[src/acc_id_defines.svh]
// Constants for the accessory identification block: APB map, field
// positions, reset values, ID converter codes and timing in milliseconds.
// Assumes the crystal clock arrives as a one-mclk pulse per RTC cycle.
// Functional notes
// - Attach moves state machine from standby to active
// - Flow end sets device type and attach flag
// - Unidentified accessory sets unknown-attach flag instead
// - VBUS above high threshold, debounced, sets sense
// - VBUS below low threshold clears sense immediately
// - Debounce select gives 0/10/20/30 ms
// - Threshold selects 3-bit, default code 011
// - Over-voltage during attach raises flag after debounce
// - Over-voltage debounce 0/2/4/8 RTC cycles
// - ID open bit low while resistor present
// - ID falling starts identify, rising starts detach only while VBUS sense is clear
// - Converter enable set, then done, result, clear
// - Result forced 00000 below 2k, 11111 floating
// - Key code runs stuck check, 1.5 s limit
// - Stuck key release flags recovery, restarts identify
// - Probe waits detect delay (code+1)*100 ms
// - ID present: wait done, A/V cable ends flow
// - Probe enable drives DP, sinks DM, compares DM
// - DM in range 20 ms sets forward short
// - ID open: drive DM; DP range: reverse short
// - ID present at t3 ends probe; then decide
// - Probe spacing 20 ms and 100 ms minimums
// - Detach returns to standby, switches off
`ifndef ACC_ID_DEFINES_SVH
`define ACC_ID_DEFINES_SVH

`define RTC_HZ 32768
`define MS_TO_TICKS(ms) (((ms) * `RTC_HZ + 999) / 1000)
`define VBUS_DB_STEP_MS 10
`define PROBE_SETTLE_MS 20
`define PROBE_WINDOW_MS 100
`define DETECT_STEP_MS 100
`define STUCK_KEY_MS 1500
`define TMR_W 17

// APB map
`define ADDR_W 12
`define REG_CTRL 12'h000
`define REG_IRQ 12'h004
`define REG_STATUS 12'h008
`define REG_DEVTYPE 12'h00c

// Control fields and reset values
`define CTRL_VDB_LSB 0
`define CTRL_VTH_LSB 2
`define CTRL_VTL_LSB 5
`define CTRL_OVDB_LSB 8
`define CTRL_DLY_LSB 10
`define VDB_RST 2'h0
`define VTH_RST 3'h3
`define VTL_RST 3'h3
`define OVDB_RST 2'h0
`define DLY_RST 4'h4

// Event flags
`define IRQ_W 8
`define IRQ_ATTACH 0
`define IRQ_UNKNOWN 1
`define IRQ_SUPDET 2
`define IRQ_OVP 3
`define IRQ_STUCK 4
`define IRQ_STUCKREL 5
`define IRQ_AVCHG 6
`define IRQ_ADCDONE 7

// Device type bits and result field
`define DEV_W 6
`define DEV_USB 0
`define DEV_CHG 1
`define DEV_REVCHG 2
`define DEV_UART 3
`define DEV_AUDIO 4
`define DEV_AV 5
`define DEV_ADC_LSB 8

// ID converter codes
`define ADC_SHORT 5'h00
`define ADC_FLOAT 5'h1f
`define KEY_MIN 5'h01
`define KEY_MAX 5'h0c
`define ADC_AUDIO 5'h10
`define ADC_UART 5'h14
`define ADC_AV 5'h18

`endif

[src/acc_id_pkg.sv]
// Types for the accessory identification block.
// Assumes acc_id_defines.svh supplies the numeric constants.
package acc_id_pkg;
  typedef enum logic [5:0] {
    ID_STANDBY = 6'h01,
    ID_ADC = 6'h02,
    ID_STUCK = 6'h04,
    ID_STUCK_WAIT = 6'h08,
    ID_WAIT_PROBE = 6'h10,
    ID_ATTACHED = 6'h20
  } id_state_type;

  typedef enum logic [5:0] {
    PR_IDLE = 6'h01,
    PR_DELAY = 6'h02,
    PR_WAITID = 6'h04,
    PR_FWD = 6'h08,
    PR_REV = 6'h10,
    PR_DONE = 6'h20
  } probe_state_type;
endpackage : acc_id_pkg

[src/usb_accessory_identification.sv]
// Accessory identification: ID flow, VBUS detect, stuck key and
// supply type probe, with an APB register slave.
// Assumes all inputs are synchronous to mclk and rtcTick pulses once per
// crystal period.
//
// Added by the designer: the address map and register access over APB.
`timescale 1ns/100ps
`include "acc_id_defines.svh"

module usb_accessory_identification
  import acc_id_pkg::*;
#(
  parameter int STUCK_TICKS = `MS_TO_TICKS(`STUCK_KEY_MS),
  parameter int DETECT_STEP_TICKS = `MS_TO_TICKS(`DETECT_STEP_MS),
  parameter int SETTLE_TICKS = `MS_TO_TICKS(`PROBE_SETTLE_MS),
  parameter int WINDOW_TICKS = `MS_TO_TICKS(`PROBE_WINDOW_MS),
  parameter int VDB_STEP_TICKS = `MS_TO_TICKS(`VBUS_DB_STEP_MS)
) (
  // Clock and reset
  input wire logic mclk,
  input wire logic rst_b,
  // APB slave
  input wire logic [`ADDR_W-1:0] paddr,
  input wire logic psel,
  input wire logic penable,
  input wire logic pwrite,
  input wire logic [31:0] pwdata,
  output logic [31:0] prdata,
  output logic pready,
  output logic pslverr,
  // Crystal timebase
  input wire logic rtcTick,
  // ID line comparator and converter
  input wire logic idLineOpen,
  input wire logic idBelow2k,
  input wire logic adcDone,
  input wire logic [4:0] adcData,
  input wire logic keyHeld,
  output logic adcEnable,
  // VBUS comparators and threshold selects
  input wire logic vbusAboveHigh,
  input wire logic vbusBelowLow,
  input wire logic vbusOverVolt,
  output logic [2:0] vbusHighThreshSel,
  output logic [2:0] vbusLowThreshSel,
  // Supply type probe
  input wire logic dmInRange,
  input wire logic dpInRange,
  output logic supplyProbeEnable,
  output logic probeSrcDp,
  output logic probeSinkDm,
  output logic probeSrcDm,
  // Mode
  output logic activeMode
);

  // Registers
  id_state_type idState, idStateNext;
  probe_state_type prState, prStateNext;
  logic [1:0] vdbSelReg, ovdbSelReg;
  logic [3:0] dlySelReg;
  logic [`IRQ_W-1:0] irqReg;
  logic [`DEV_W-1:0] devTypeReg;
  logic [4:0] adcResultReg;
  logic idOpenReg, senseReg, idDoneReg, probeDoneReg, fwdShortReg, revShortReg;
  logic ovDoneReg, idSeenReg;
  logic [`TMR_W-1:0] vdbCntReg, ovCntReg, idTmrReg, prTmrReg, prRunReg;

  // APB decode, one wait state per access
  wire apbAcc = psel & penable;
  wire apbDone = apbAcc & pready;
  wire apbWr = apbDone & pwrite;
  wire selCtrl = paddr == `REG_CTRL;
  wire selIrq = paddr == `REG_IRQ;
  wire selStat = paddr == `REG_STATUS;
  wire selDev = paddr == `REG_DEVTYPE;
  wire mapped = selCtrl | selIrq | selStat | selDev;
  wire [`IRQ_W-1:0] irqClr = (apbWr & selIrq) ? pwdata[`IRQ_W-1:0] : '0;

  // ID edges and detach
  wire idFall = idOpenReg & ~idLineOpen;
  wire idRise = ~idOpenReg & idLineOpen;
  wire inStandby = idState == ID_STANDBY;

  // VBUS debounce, zero code qualifies at once
  wire [`TMR_W-1:0] vdbLimit = `TMR_W'(int'(vdbSelReg) * VDB_STEP_TICKS);
  wire senseSet = vbusAboveHigh & ~senseReg & (vdbCntReg >= vdbLimit);
  wire senseClr = vbusBelowLow & senseReg;
  wire detach = ~inStandby & (idRise | senseClr) & idLineOpen & (~senseReg | senseClr);
  wire attachEvt = inStandby & (idFall | senseSet);

  // Over-voltage debounce: 0, 2, 4 or 8 ticks
  wire [`TMR_W-1:0] ovLimit = (ovdbSelReg == 2'h0) ? '0 : (`TMR_W'(1) << ovdbSelReg);
  wire ovArmed = vbusOverVolt & ~ovDoneReg & (~inStandby | senseReg);
  wire ovFire = ovArmed & (ovCntReg >= ovLimit);

  // Converter result with forced codes
  wire [4:0] adcForced = idBelow2k ? `ADC_SHORT : (idLineOpen ? `ADC_FLOAT : adcData);
  wire isKey = (adcForced >= `KEY_MIN) & (adcForced <= `KEY_MAX);
  wire stuckTimeout = idTmrReg >= `TMR_W'(STUCK_TICKS);

  // Probe timing
  wire [`TMR_W-1:0] dlyLimit = `TMR_W'((int'(dlySelReg) + 1) * DETECT_STEP_TICKS);
  wire pastT2 = prTmrReg >= `TMR_W'(SETTLE_TICKS);
  wire runFull = prRunReg >= `TMR_W'(SETTLE_TICKS);
  wire windowEnd = prTmrReg >= `TMR_W'(WINDOW_TICKS);
  wire probeAbort = senseClr | detach;
  wire avFinish = prState == PR_WAITID & idDoneReg & adcResultReg == `ADC_AV;
  wire fwdHit = prState == PR_FWD & runFull;
  wire revHit = prState == PR_REV & runFull;
  wire probeEnd = (prState == PR_FWD & ((fwdHit & ~idLineOpen) | (~fwdHit & windowEnd)))
    | (prState == PR_REV & (revHit | windowEnd));
  wire probeBusy = senseReg & ~probeDoneReg;

  // Accessory decision from ID and VBUS results
  logic [`DEV_W-1:0] devDecide;
  always_comb begin
    devDecide = '0;
    if (adcResultReg == `ADC_AV) begin
      devDecide[`DEV_AV] = 1'b1;
    end else if (fwdShortReg & revShortReg) begin
      devDecide[`DEV_REVCHG] = 1'b1;
    end else if (fwdShortReg) begin
      devDecide[`DEV_CHG] = 1'b1;
    end else if (adcResultReg == `ADC_FLOAT & senseReg) begin
      devDecide[`DEV_USB] = 1'b1;
    end else if (adcResultReg == `ADC_UART) begin
      devDecide[`DEV_UART] = 1'b1;
    end else if (adcResultReg == `ADC_AUDIO) begin
      devDecide[`DEV_AUDIO] = 1'b1;
    end
  end
  wire decideNow = idState == ID_WAIT_PROBE & ~probeBusy & ~avFinish;
  wire unknownNow = decideNow & (devDecide == '0);

  // Identification state transitions
  always_comb begin
    idStateNext = idState;
    case (idState)
      ID_STANDBY: begin
        if (attachEvt) begin
          idStateNext = idLineOpen ? ID_WAIT_PROBE : ID_ADC;
        end
      end
      ID_ADC: begin
        if (adcDone) begin
          idStateNext = isKey ? ID_STUCK : ID_WAIT_PROBE;
        end
      end
      ID_STUCK: begin
        if (~keyHeld) begin
          idStateNext = ID_ADC;
        end else if (stuckTimeout) begin
          idStateNext = ID_STUCK_WAIT;
        end
      end
      ID_STUCK_WAIT: begin
        if (~keyHeld) begin
          idStateNext = ID_ADC;
        end
      end
      ID_WAIT_PROBE: begin
        if (decideNow | avFinish) begin
          idStateNext = ID_ATTACHED;
        end
      end
      ID_ATTACHED: idStateNext = ID_ATTACHED;
      default: idStateNext = ID_STANDBY;
    endcase
    if (detach) begin
      idStateNext = ID_STANDBY;
    end
  end

  // Probe state transitions
  always_comb begin
    prStateNext = prState;
    case (prState)
      PR_IDLE: begin
        if (senseSet) begin
          prStateNext = PR_DELAY;
        end
      end
      PR_DELAY: begin
        if (prTmrReg >= dlyLimit) begin
          prStateNext = (idSeenReg | ~idLineOpen) ? PR_WAITID : PR_FWD;
        end
      end
      PR_WAITID: begin
        if (idDoneReg) begin
          prStateNext = avFinish ? PR_DONE : PR_FWD;
        end
      end
      PR_FWD: begin
        if (probeEnd) begin
          prStateNext = PR_DONE;
        end else if (fwdHit) begin
          prStateNext = PR_REV;
        end
      end
      PR_REV: begin
        if (probeEnd) begin
          prStateNext = PR_DONE;
        end
      end
      PR_DONE: prStateNext = PR_DONE;
      default: prStateNext = PR_IDLE;
    endcase
    if (probeAbort) begin
      prStateNext = PR_IDLE;
    end
  end

  // Event sources, set wins over software clear
  logic [`IRQ_W-1:0] irqSet;
  always_comb begin
    irqSet = '0;
    irqSet[`IRQ_ATTACH] = (decideNow & ~unknownNow) | avFinish;
    irqSet[`IRQ_UNKNOWN] = unknownNow;
    irqSet[`IRQ_SUPDET] = senseSet | senseClr;
    irqSet[`IRQ_OVP] = ovFire;
    irqSet[`IRQ_STUCK] = idState == ID_STUCK & keyHeld & stuckTimeout;
    irqSet[`IRQ_STUCKREL] = idState == ID_STUCK_WAIT & ~keyHeld;
    irqSet[`IRQ_AVCHG] = avFinish;
    irqSet[`IRQ_ADCDONE] = idState == ID_ADC & adcDone;
  end

  // Read data selection
  wire [31:0] rdCtrl = {18'h0, dlySelReg, ovdbSelReg, vbusLowThreshSel, vbusHighThreshSel, vdbSelReg};
  wire [31:0] rdStat = {24'h0, adcEnable, activeMode, revShortReg, fwdShortReg,
    probeDoneReg, idDoneReg, idOpenReg, senseReg};
  wire [31:0] rdDev = {19'h0, adcResultReg, 2'h0, devTypeReg};
  wire [31:0] rdMux = selCtrl ? rdCtrl : selIrq ? {24'h0, irqReg} : selStat ? rdStat : selDev ? rdDev : '0;

  // APB handshake and control register
  always_ff @(posedge mclk or negedge rst_b) begin
    if (!rst_b) begin
      pready <= 1'b0;
      pslverr <= 1'b0;
      prdata <= '0;
      vdbSelReg <= `VDB_RST;
      vbusHighThreshSel <= `VTH_RST;
      vbusLowThreshSel <= `VTL_RST;
      ovdbSelReg <= `OVDB_RST;
      dlySelReg <= `DLY_RST;
    end else begin
      pready <= apbAcc & ~pready;
      pslverr <= apbAcc & ~pready & ~mapped;
      prdata <= (apbAcc & ~pready & ~pwrite) ? rdMux : prdata;
      if (apbWr & selCtrl) begin
        vdbSelReg <= pwdata[`CTRL_VDB_LSB +: 2];
        vbusHighThreshSel <= pwdata[`CTRL_VTH_LSB +: 3];
        vbusLowThreshSel <= pwdata[`CTRL_VTL_LSB +: 3];
        ovdbSelReg <= pwdata[`CTRL_OVDB_LSB +: 2];
        dlySelReg <= pwdata[`CTRL_DLY_LSB +: 4];
      end
    end
  end

  // VBUS sense, over-voltage and event flags; counters move on RTC ticks only
  always_ff @(posedge mclk or negedge rst_b) begin
    if (!rst_b) begin
      irqReg <= '0;
      senseReg <= 1'b0;
      idOpenReg <= 1'b1;
      vdbCntReg <= '0;
      ovCntReg <= '0;
      ovDoneReg <= 1'b0;
    end else begin
      irqReg <= (irqReg & ~irqClr) | irqSet;
      idOpenReg <= idLineOpen;
      senseReg <= senseSet | (senseReg & ~senseClr);
      if (~vbusAboveHigh | senseReg) begin
        vdbCntReg <= '0;
      end else if (rtcTick & ~senseSet) begin
        vdbCntReg <= vdbCntReg + `TMR_W'(1);
      end
      ovDoneReg <= vbusOverVolt & (ovDoneReg | ovFire);
      ovCntReg <= ~ovArmed ? '0 : ovCntReg + `TMR_W'(rtcTick);
    end
  end

  // Identification flow datapath
  always_ff @(posedge mclk or negedge rst_b) begin
    if (!rst_b) begin
      idState <= ID_STANDBY;
      adcEnable <= 1'b0;
      adcResultReg <= '0;
      idDoneReg <= 1'b0;
      devTypeReg <= '0;
      idTmrReg <= '0;
      activeMode <= 1'b0;
    end else begin
      idState <= idStateNext;
      activeMode <= idStateNext != ID_STANDBY;
      adcEnable <= idStateNext == ID_ADC & ~(idState == ID_ADC & adcDone);
      idTmrReg <= (idState == ID_STUCK) ? idTmrReg + `TMR_W'(rtcTick) : '0;
      if (idState == ID_ADC & adcDone) begin
        adcResultReg <= adcForced;
      end else if (attachEvt & idLineOpen) begin
        adcResultReg <= `ADC_FLOAT;
      end
      if (detach | attachEvt) begin
        idDoneReg <= attachEvt & idLineOpen;
      end else if (idState == ID_ADC & adcDone & ~isKey) begin
        idDoneReg <= 1'b1;
      end
      if (detach | attachEvt) begin
        devTypeReg <= '0;
      end else if (avFinish) begin
        devTypeReg <= `DEV_W'(1) << `DEV_AV;
      end else if (decideNow) begin
        devTypeReg <= devDecide;
      end
    end
  end

  // Probe datapath: switches, timers and short flags
  always_ff @(posedge mclk or negedge rst_b) begin
    if (!rst_b) begin
      prState <= PR_IDLE;
      prTmrReg <= '0;
      prRunReg <= '0;
      idSeenReg <= 1'b0;
      fwdShortReg <= 1'b0;
      revShortReg <= 1'b0;
      probeDoneReg <= 1'b0;
      supplyProbeEnable <= 1'b0;
      probeSrcDp <= 1'b0;
      probeSinkDm <= 1'b0;
      probeSrcDm <= 1'b0;
    end else begin
      prState <= prStateNext;
      // Timer restarts at t1 and at t3
      if (prStateNext != prState) begin
        prTmrReg <= '0;
        prRunReg <= '0;
      end else begin
        prTmrReg <= prTmrReg + `TMR_W'(rtcTick);
        if (prState == PR_FWD) begin
          prRunReg <= (pastT2 & dmInRange) ? prRunReg + `TMR_W'(rtcTick) : '0;
        end else if (prState == PR_REV) begin
          prRunReg <= dpInRange ? prRunReg + `TMR_W'(rtcTick) : '0;
        end
      end
      idSeenReg <= (prState == PR_DELAY) & (idSeenReg | ~idLineOpen);
      if (probeAbort | (prState == PR_IDLE & senseSet)) begin
        fwdShortReg <= 1'b0;
        revShortReg <= 1'b0;
        probeDoneReg <= 1'b0;
      end else begin
        fwdShortReg <= fwdShortReg | fwdHit;
        revShortReg <= revShortReg | revHit;
        probeDoneReg <= probeDoneReg | probeEnd | avFinish;
      end
      // Switch drive follows the next state so it changes with the step
      supplyProbeEnable <= prStateNext == PR_FWD | prStateNext == PR_REV;
      probeSrcDp <= prStateNext == PR_FWD;
      probeSinkDm <= prStateNext == PR_FWD;
      probeSrcDm <= prStateNext == PR_REV;
    end
  end

endmodule : usb_accessory_identification

[config.mk]
export PLATFORM = sky130hd
export DESIGN_NAME = usb_accessory_identification
export DESIGN_NICKNAME = d
export VERILOG_FILES = /design/src/acc_id_pkg.sv /design/src/usb_accessory_identification.sv
export VERILOG_INCLUDE_DIRS = /design/src
export SDC_FILE = /design/constraint.sdc
export NUM_CORES = 1
export LEC_CHECK = 0
export BUFFER_PORTS_ARGS = -buffer_cell sky130_fd_sc_hd__buf_2
export CAP_MARGIN = 10
export CELL_PAD_IN_SITES_DETAIL_PLACEMENT = 1
export CELL_PAD_IN_SITES_GLOBAL_PLACEMENT = 1
export CORE_MARGIN = 5
export CORE_UTILIZATION = 30
export CTS_BUF_LIST = sky130_fd_sc_hd__clkbuf_4 sky130_fd_sc_hd__clkbuf_8
export CTS_CLUSTER_DIAMETER = 50
export DETAILED_ROUTE_END_ITERATION = 10
export GPL_TIMING_DRIVEN = 0
export PLACE_DENSITY_LB_ADDON = 0.1
export SYNTH_ARGS = -nofsm -noshare
export SYNTH_HDL_FRONTEND = slang
export SYNTH_SLANG_ARGS = --single-unit
[constraint.sdc]
create_clock -name mclk -period 16.5 [get_ports mclk]
set_clock_uncertainty 0.15 [all_clocks]
set_input_delay 4.95 -clock mclk [delete_from_list [all_inputs] [get_ports mclk]]
set_output_delay 4.95 -clock mclk [all_outputs]
set_load 0.005 [all_outputs]
==> impl_metrics.csv <==
group,metric,value,unit
status,status,"completed",
cts,clockRootBuffer,"clkbuf_8",
synth,synthMostInstantiatedCell,"dfrtp_1",
floorplan,row_count,66,
setup_path,required,16.72,ns
final_layout,layout-drive-gt1-share,17.3,%
synth,synth-compound-area-share,11.7,%
cts,clock_latency,0.48,ns
synth,synth.distinct_cells,69,
timing,tns,0,ns
cts,htreeDepth,4,
power_and_ir_drop,ir_worst_vdd,0.0000483,V
grt,grt_pass1_wl,45600,um
setup_path,endpoint_kind,"register",
synth,synth_common_cells,"dfrtp_1 (151), nor2_1 (103), nand2_1 (99), ha_1 (59), xor2_1 (52)",
synth,synth.ff_latch_count,159,
route,wl_per_cell,17.1,um
synth,synth_area_leaders,"dfrtp_1 (38%), ha_1 (7.5%), xor2_1 (4.6%)",
synth,synth_simple_gate_area_share,24.3,%
job,cap_violations,0,
synth,ys.flop_type,"dfrtp_1",
synth,syn_area,9840,sq um
final_layout,fin_nets,1276,
route,postRouteAntennaNets,0,
final_layout,syn_to_final_growth,14.8,%
timing,fin_crit,7.56,ns
setup_path,critical_path_arrival,7.79,ns
placed_design,gp_congestion,0.778,
power_and_ir_drop,clkPwrFrac,36.0,%
worst_hold_path,hp-start,"prdata[11]",
cts,clkSinkCount,159,
floorplan,die_area,36500,sq um
cts,holdBufCountCts,0,
setup_path,r2r_cells,24,
final_layout,stdcell_count,1605,
setup_path,crit_fanout,10,
power_and_ir_drop,switchingPower,0.283,mW
timing,max_freq,132,MHz
route,drc,0,
cts,cts_buffers,17,
floorplan,design.core.area,32500,sq um
power_and_ir_drop,combPwrFrac,15.1,%
cts,clock_path_buffers,2,
synth,syn_area_per_cell,9.47,sq um
placed_design,hpwl,21000,um
synth,ys_warn_count,0,
synth,yosysTopAreaCellShare,38.4,%
placed_design,port_buffers,73,
final_layout,design_area,11300,sq um
timing,worst_slack,8.94,ns
timing,grt_setup_unrepaired,"no",
power_and_ir_drop,p_leak,5.03,nW
timing,tightestPinTransition,0.847,ns
placed_design,place_area,10900,sq um
final_layout,fin_util,34.8,%
synth,netlist_instances,1039,
setup_path,r2r_start,"dlySelReg[0]",
grt,grt_max_degree,100,
grt,grt_pass1_vias,8224,
grt,overflow,0,
worst_hold_path,hp-class,"reg2reg",
setup_path,critPathKind,"in2reg",
final_layout,antenna_cells,0,
cts,cts_resized,0,
final_layout,fillerInstances,3827,
cts,clk_pin_slew_worst_paths,0.10,ns
timing,setup_viol,0,
timing,drv_slew,0,
route,num_vias,7811,
timing,hold_viol,0,
synth,yosysSeqAreaShare,40.5,%
synth,synth_top_family_by_area,"simple AND/OR/NAND/NOR gates",
worst_hold_path,holdPathStages,2,
setup_path,crit_path_start,"paddr[1]",
route,routed_via_density,4.87,
floorplan,chipWidth,191,um
synth,async_flop_share,100,%
placed_design,dp_worst_setup_slack,8.34,ns
cts,post-cts-setup-buffers,0,
timing,slew-limit-headroom,43.0,%
placed_design,place_inst,1573,
route,finalWirelength,27400,um
floorplan,start_util,30.3,%
cts,cts_tree,"yes",
grt,grt_use_total,15.6,%
timing,worst_hold_slack,0.333,ns
floorplan,die_height,191,um
route,drt-pass1-iter-count,6,
floorplan,ios,110,
route,drt_iter0_markers,246,
power_and_ir_drop,finalPower,0.901,mW
power_and_ir_drop,switching_share,31.4,%
grt,antenna_found_initial,0,
power_and_ir_drop,seq_power_share,48.9,%
synth,synth_fa_ha_area_share,8.23,%
timing,period_share,45.8,%
synth,synth.mux.area_fraction,3.13,%
synth,yosysTopAreaCell,"dfrtp_1",
synth,synth-edff-count,0,
power_and_ir_drop,p_per_area,79.8,nW/um^2
synth,synth-xor-area-share,7.12,%
power_and_ir_drop,intPower,0.618,mW
setup_path,cp-start-kind,"primary input",
==> routing by layer <==
| metal | part of all wire [%] | track usage, % |
|---|---|---|
| met2 | 47 | 25.2 |
| met5 | 0 | 0 |
| met1 | 50 | 22.1 |
| met3 | 3.0 | 2.92 |
| met4 | 0.59 | 2.82 |
==> cell type report <==
| type | count | area [sq um] | share of cell area [%] |
|---|---|---|---|
| plain buffers | 56 | 332 | 2.94 |
| clock buffers | 17 | 234 | 2.07 |
| clock inverters | 15 | 196 | 1.74 |
| inverters | 41 | 154 | 1.36 |
| multi-input cells | 801 | 5430 | 48.1 |
| flip-flops and latches | 159 | 3990 | 35.3 |
| well taps | 442 | 553 | 4.90 |
| repair buffers | 74 | 403 | 3.57 |
==> registers in the layout, summed over array words and instances (netlist names), 6 cells and up <==
name and cells:
idState 6, idTmrReg 17, vdbCntReg 17, prState 6, prdata 14, devTypeReg 6
prRunReg 17, prTmrReg 17, ovCntReg 17, irqReg 8
==> kinds of logic after synthesis <==
group / after synthesis
simple gates: 442
compound gates: 175
flops: 159
buf+inv: 97
xor+xnor: 80
fa+ha+maj: 63
mux: 22
other cells: 1
==> final timing paths <==
check,end,slack [ns]
setup / recovery,vbusHighThreshSel[2],8.94
hold / removal,prdata[11],0.33
setup reg to reg,prTmrReg[11],10.34
hold reg to reg,prdata[11],0.33
max in group asynchronous,prTmrReg[11],11.04
min in group asynchronous,ovCntReg[11],4.26
==> power by group through the flow <==
stage / Clock (mW) / Sequential [mW] / Combinational [mW]
floorplan: 0 / 0.437 / 0.0905
global placement: 0 / 0.449 / 0.137
detailed placement: 0 / 0.449 / 0.139
CTS: 0.339 / 0.441 / 0.139
global route: 0.354 / 0.445 / 0.155
finish: 0.324 / 0.440 / 0.136
==> worst max-delay path, cell delays in order <==
cell     delay [ns]
buf_2          0.10
nor4_2         0.62
nand3_1        0.50
nor4_4         0.81
buf_2          0.42
mux2_2         0.37
==> layout by cell type (no fill, tap or decap), types with 10 or more instances in the layout <==
cell type    n
ha_1        59
mux2_2      10
nand4_1     24
and2_1      10
dfrtp_1    151
nor2_1     103
clkbuf_8    17
clkbuf_1    24
nor4_1      13
buf_4       20
o21ai_0     47
xor2_1      52
a21oi_1     43
and3_1      22
nor2b_1     10
nor3_2      13
nor4_2      16
buf_2       79
nand3_1     47
nand2_1     99
conb_1      19
o211ai_1    10
xnor2_1     28
nor3_1      20
inv_1       41
or3_1       25
(Power assumes the default switching activity.)
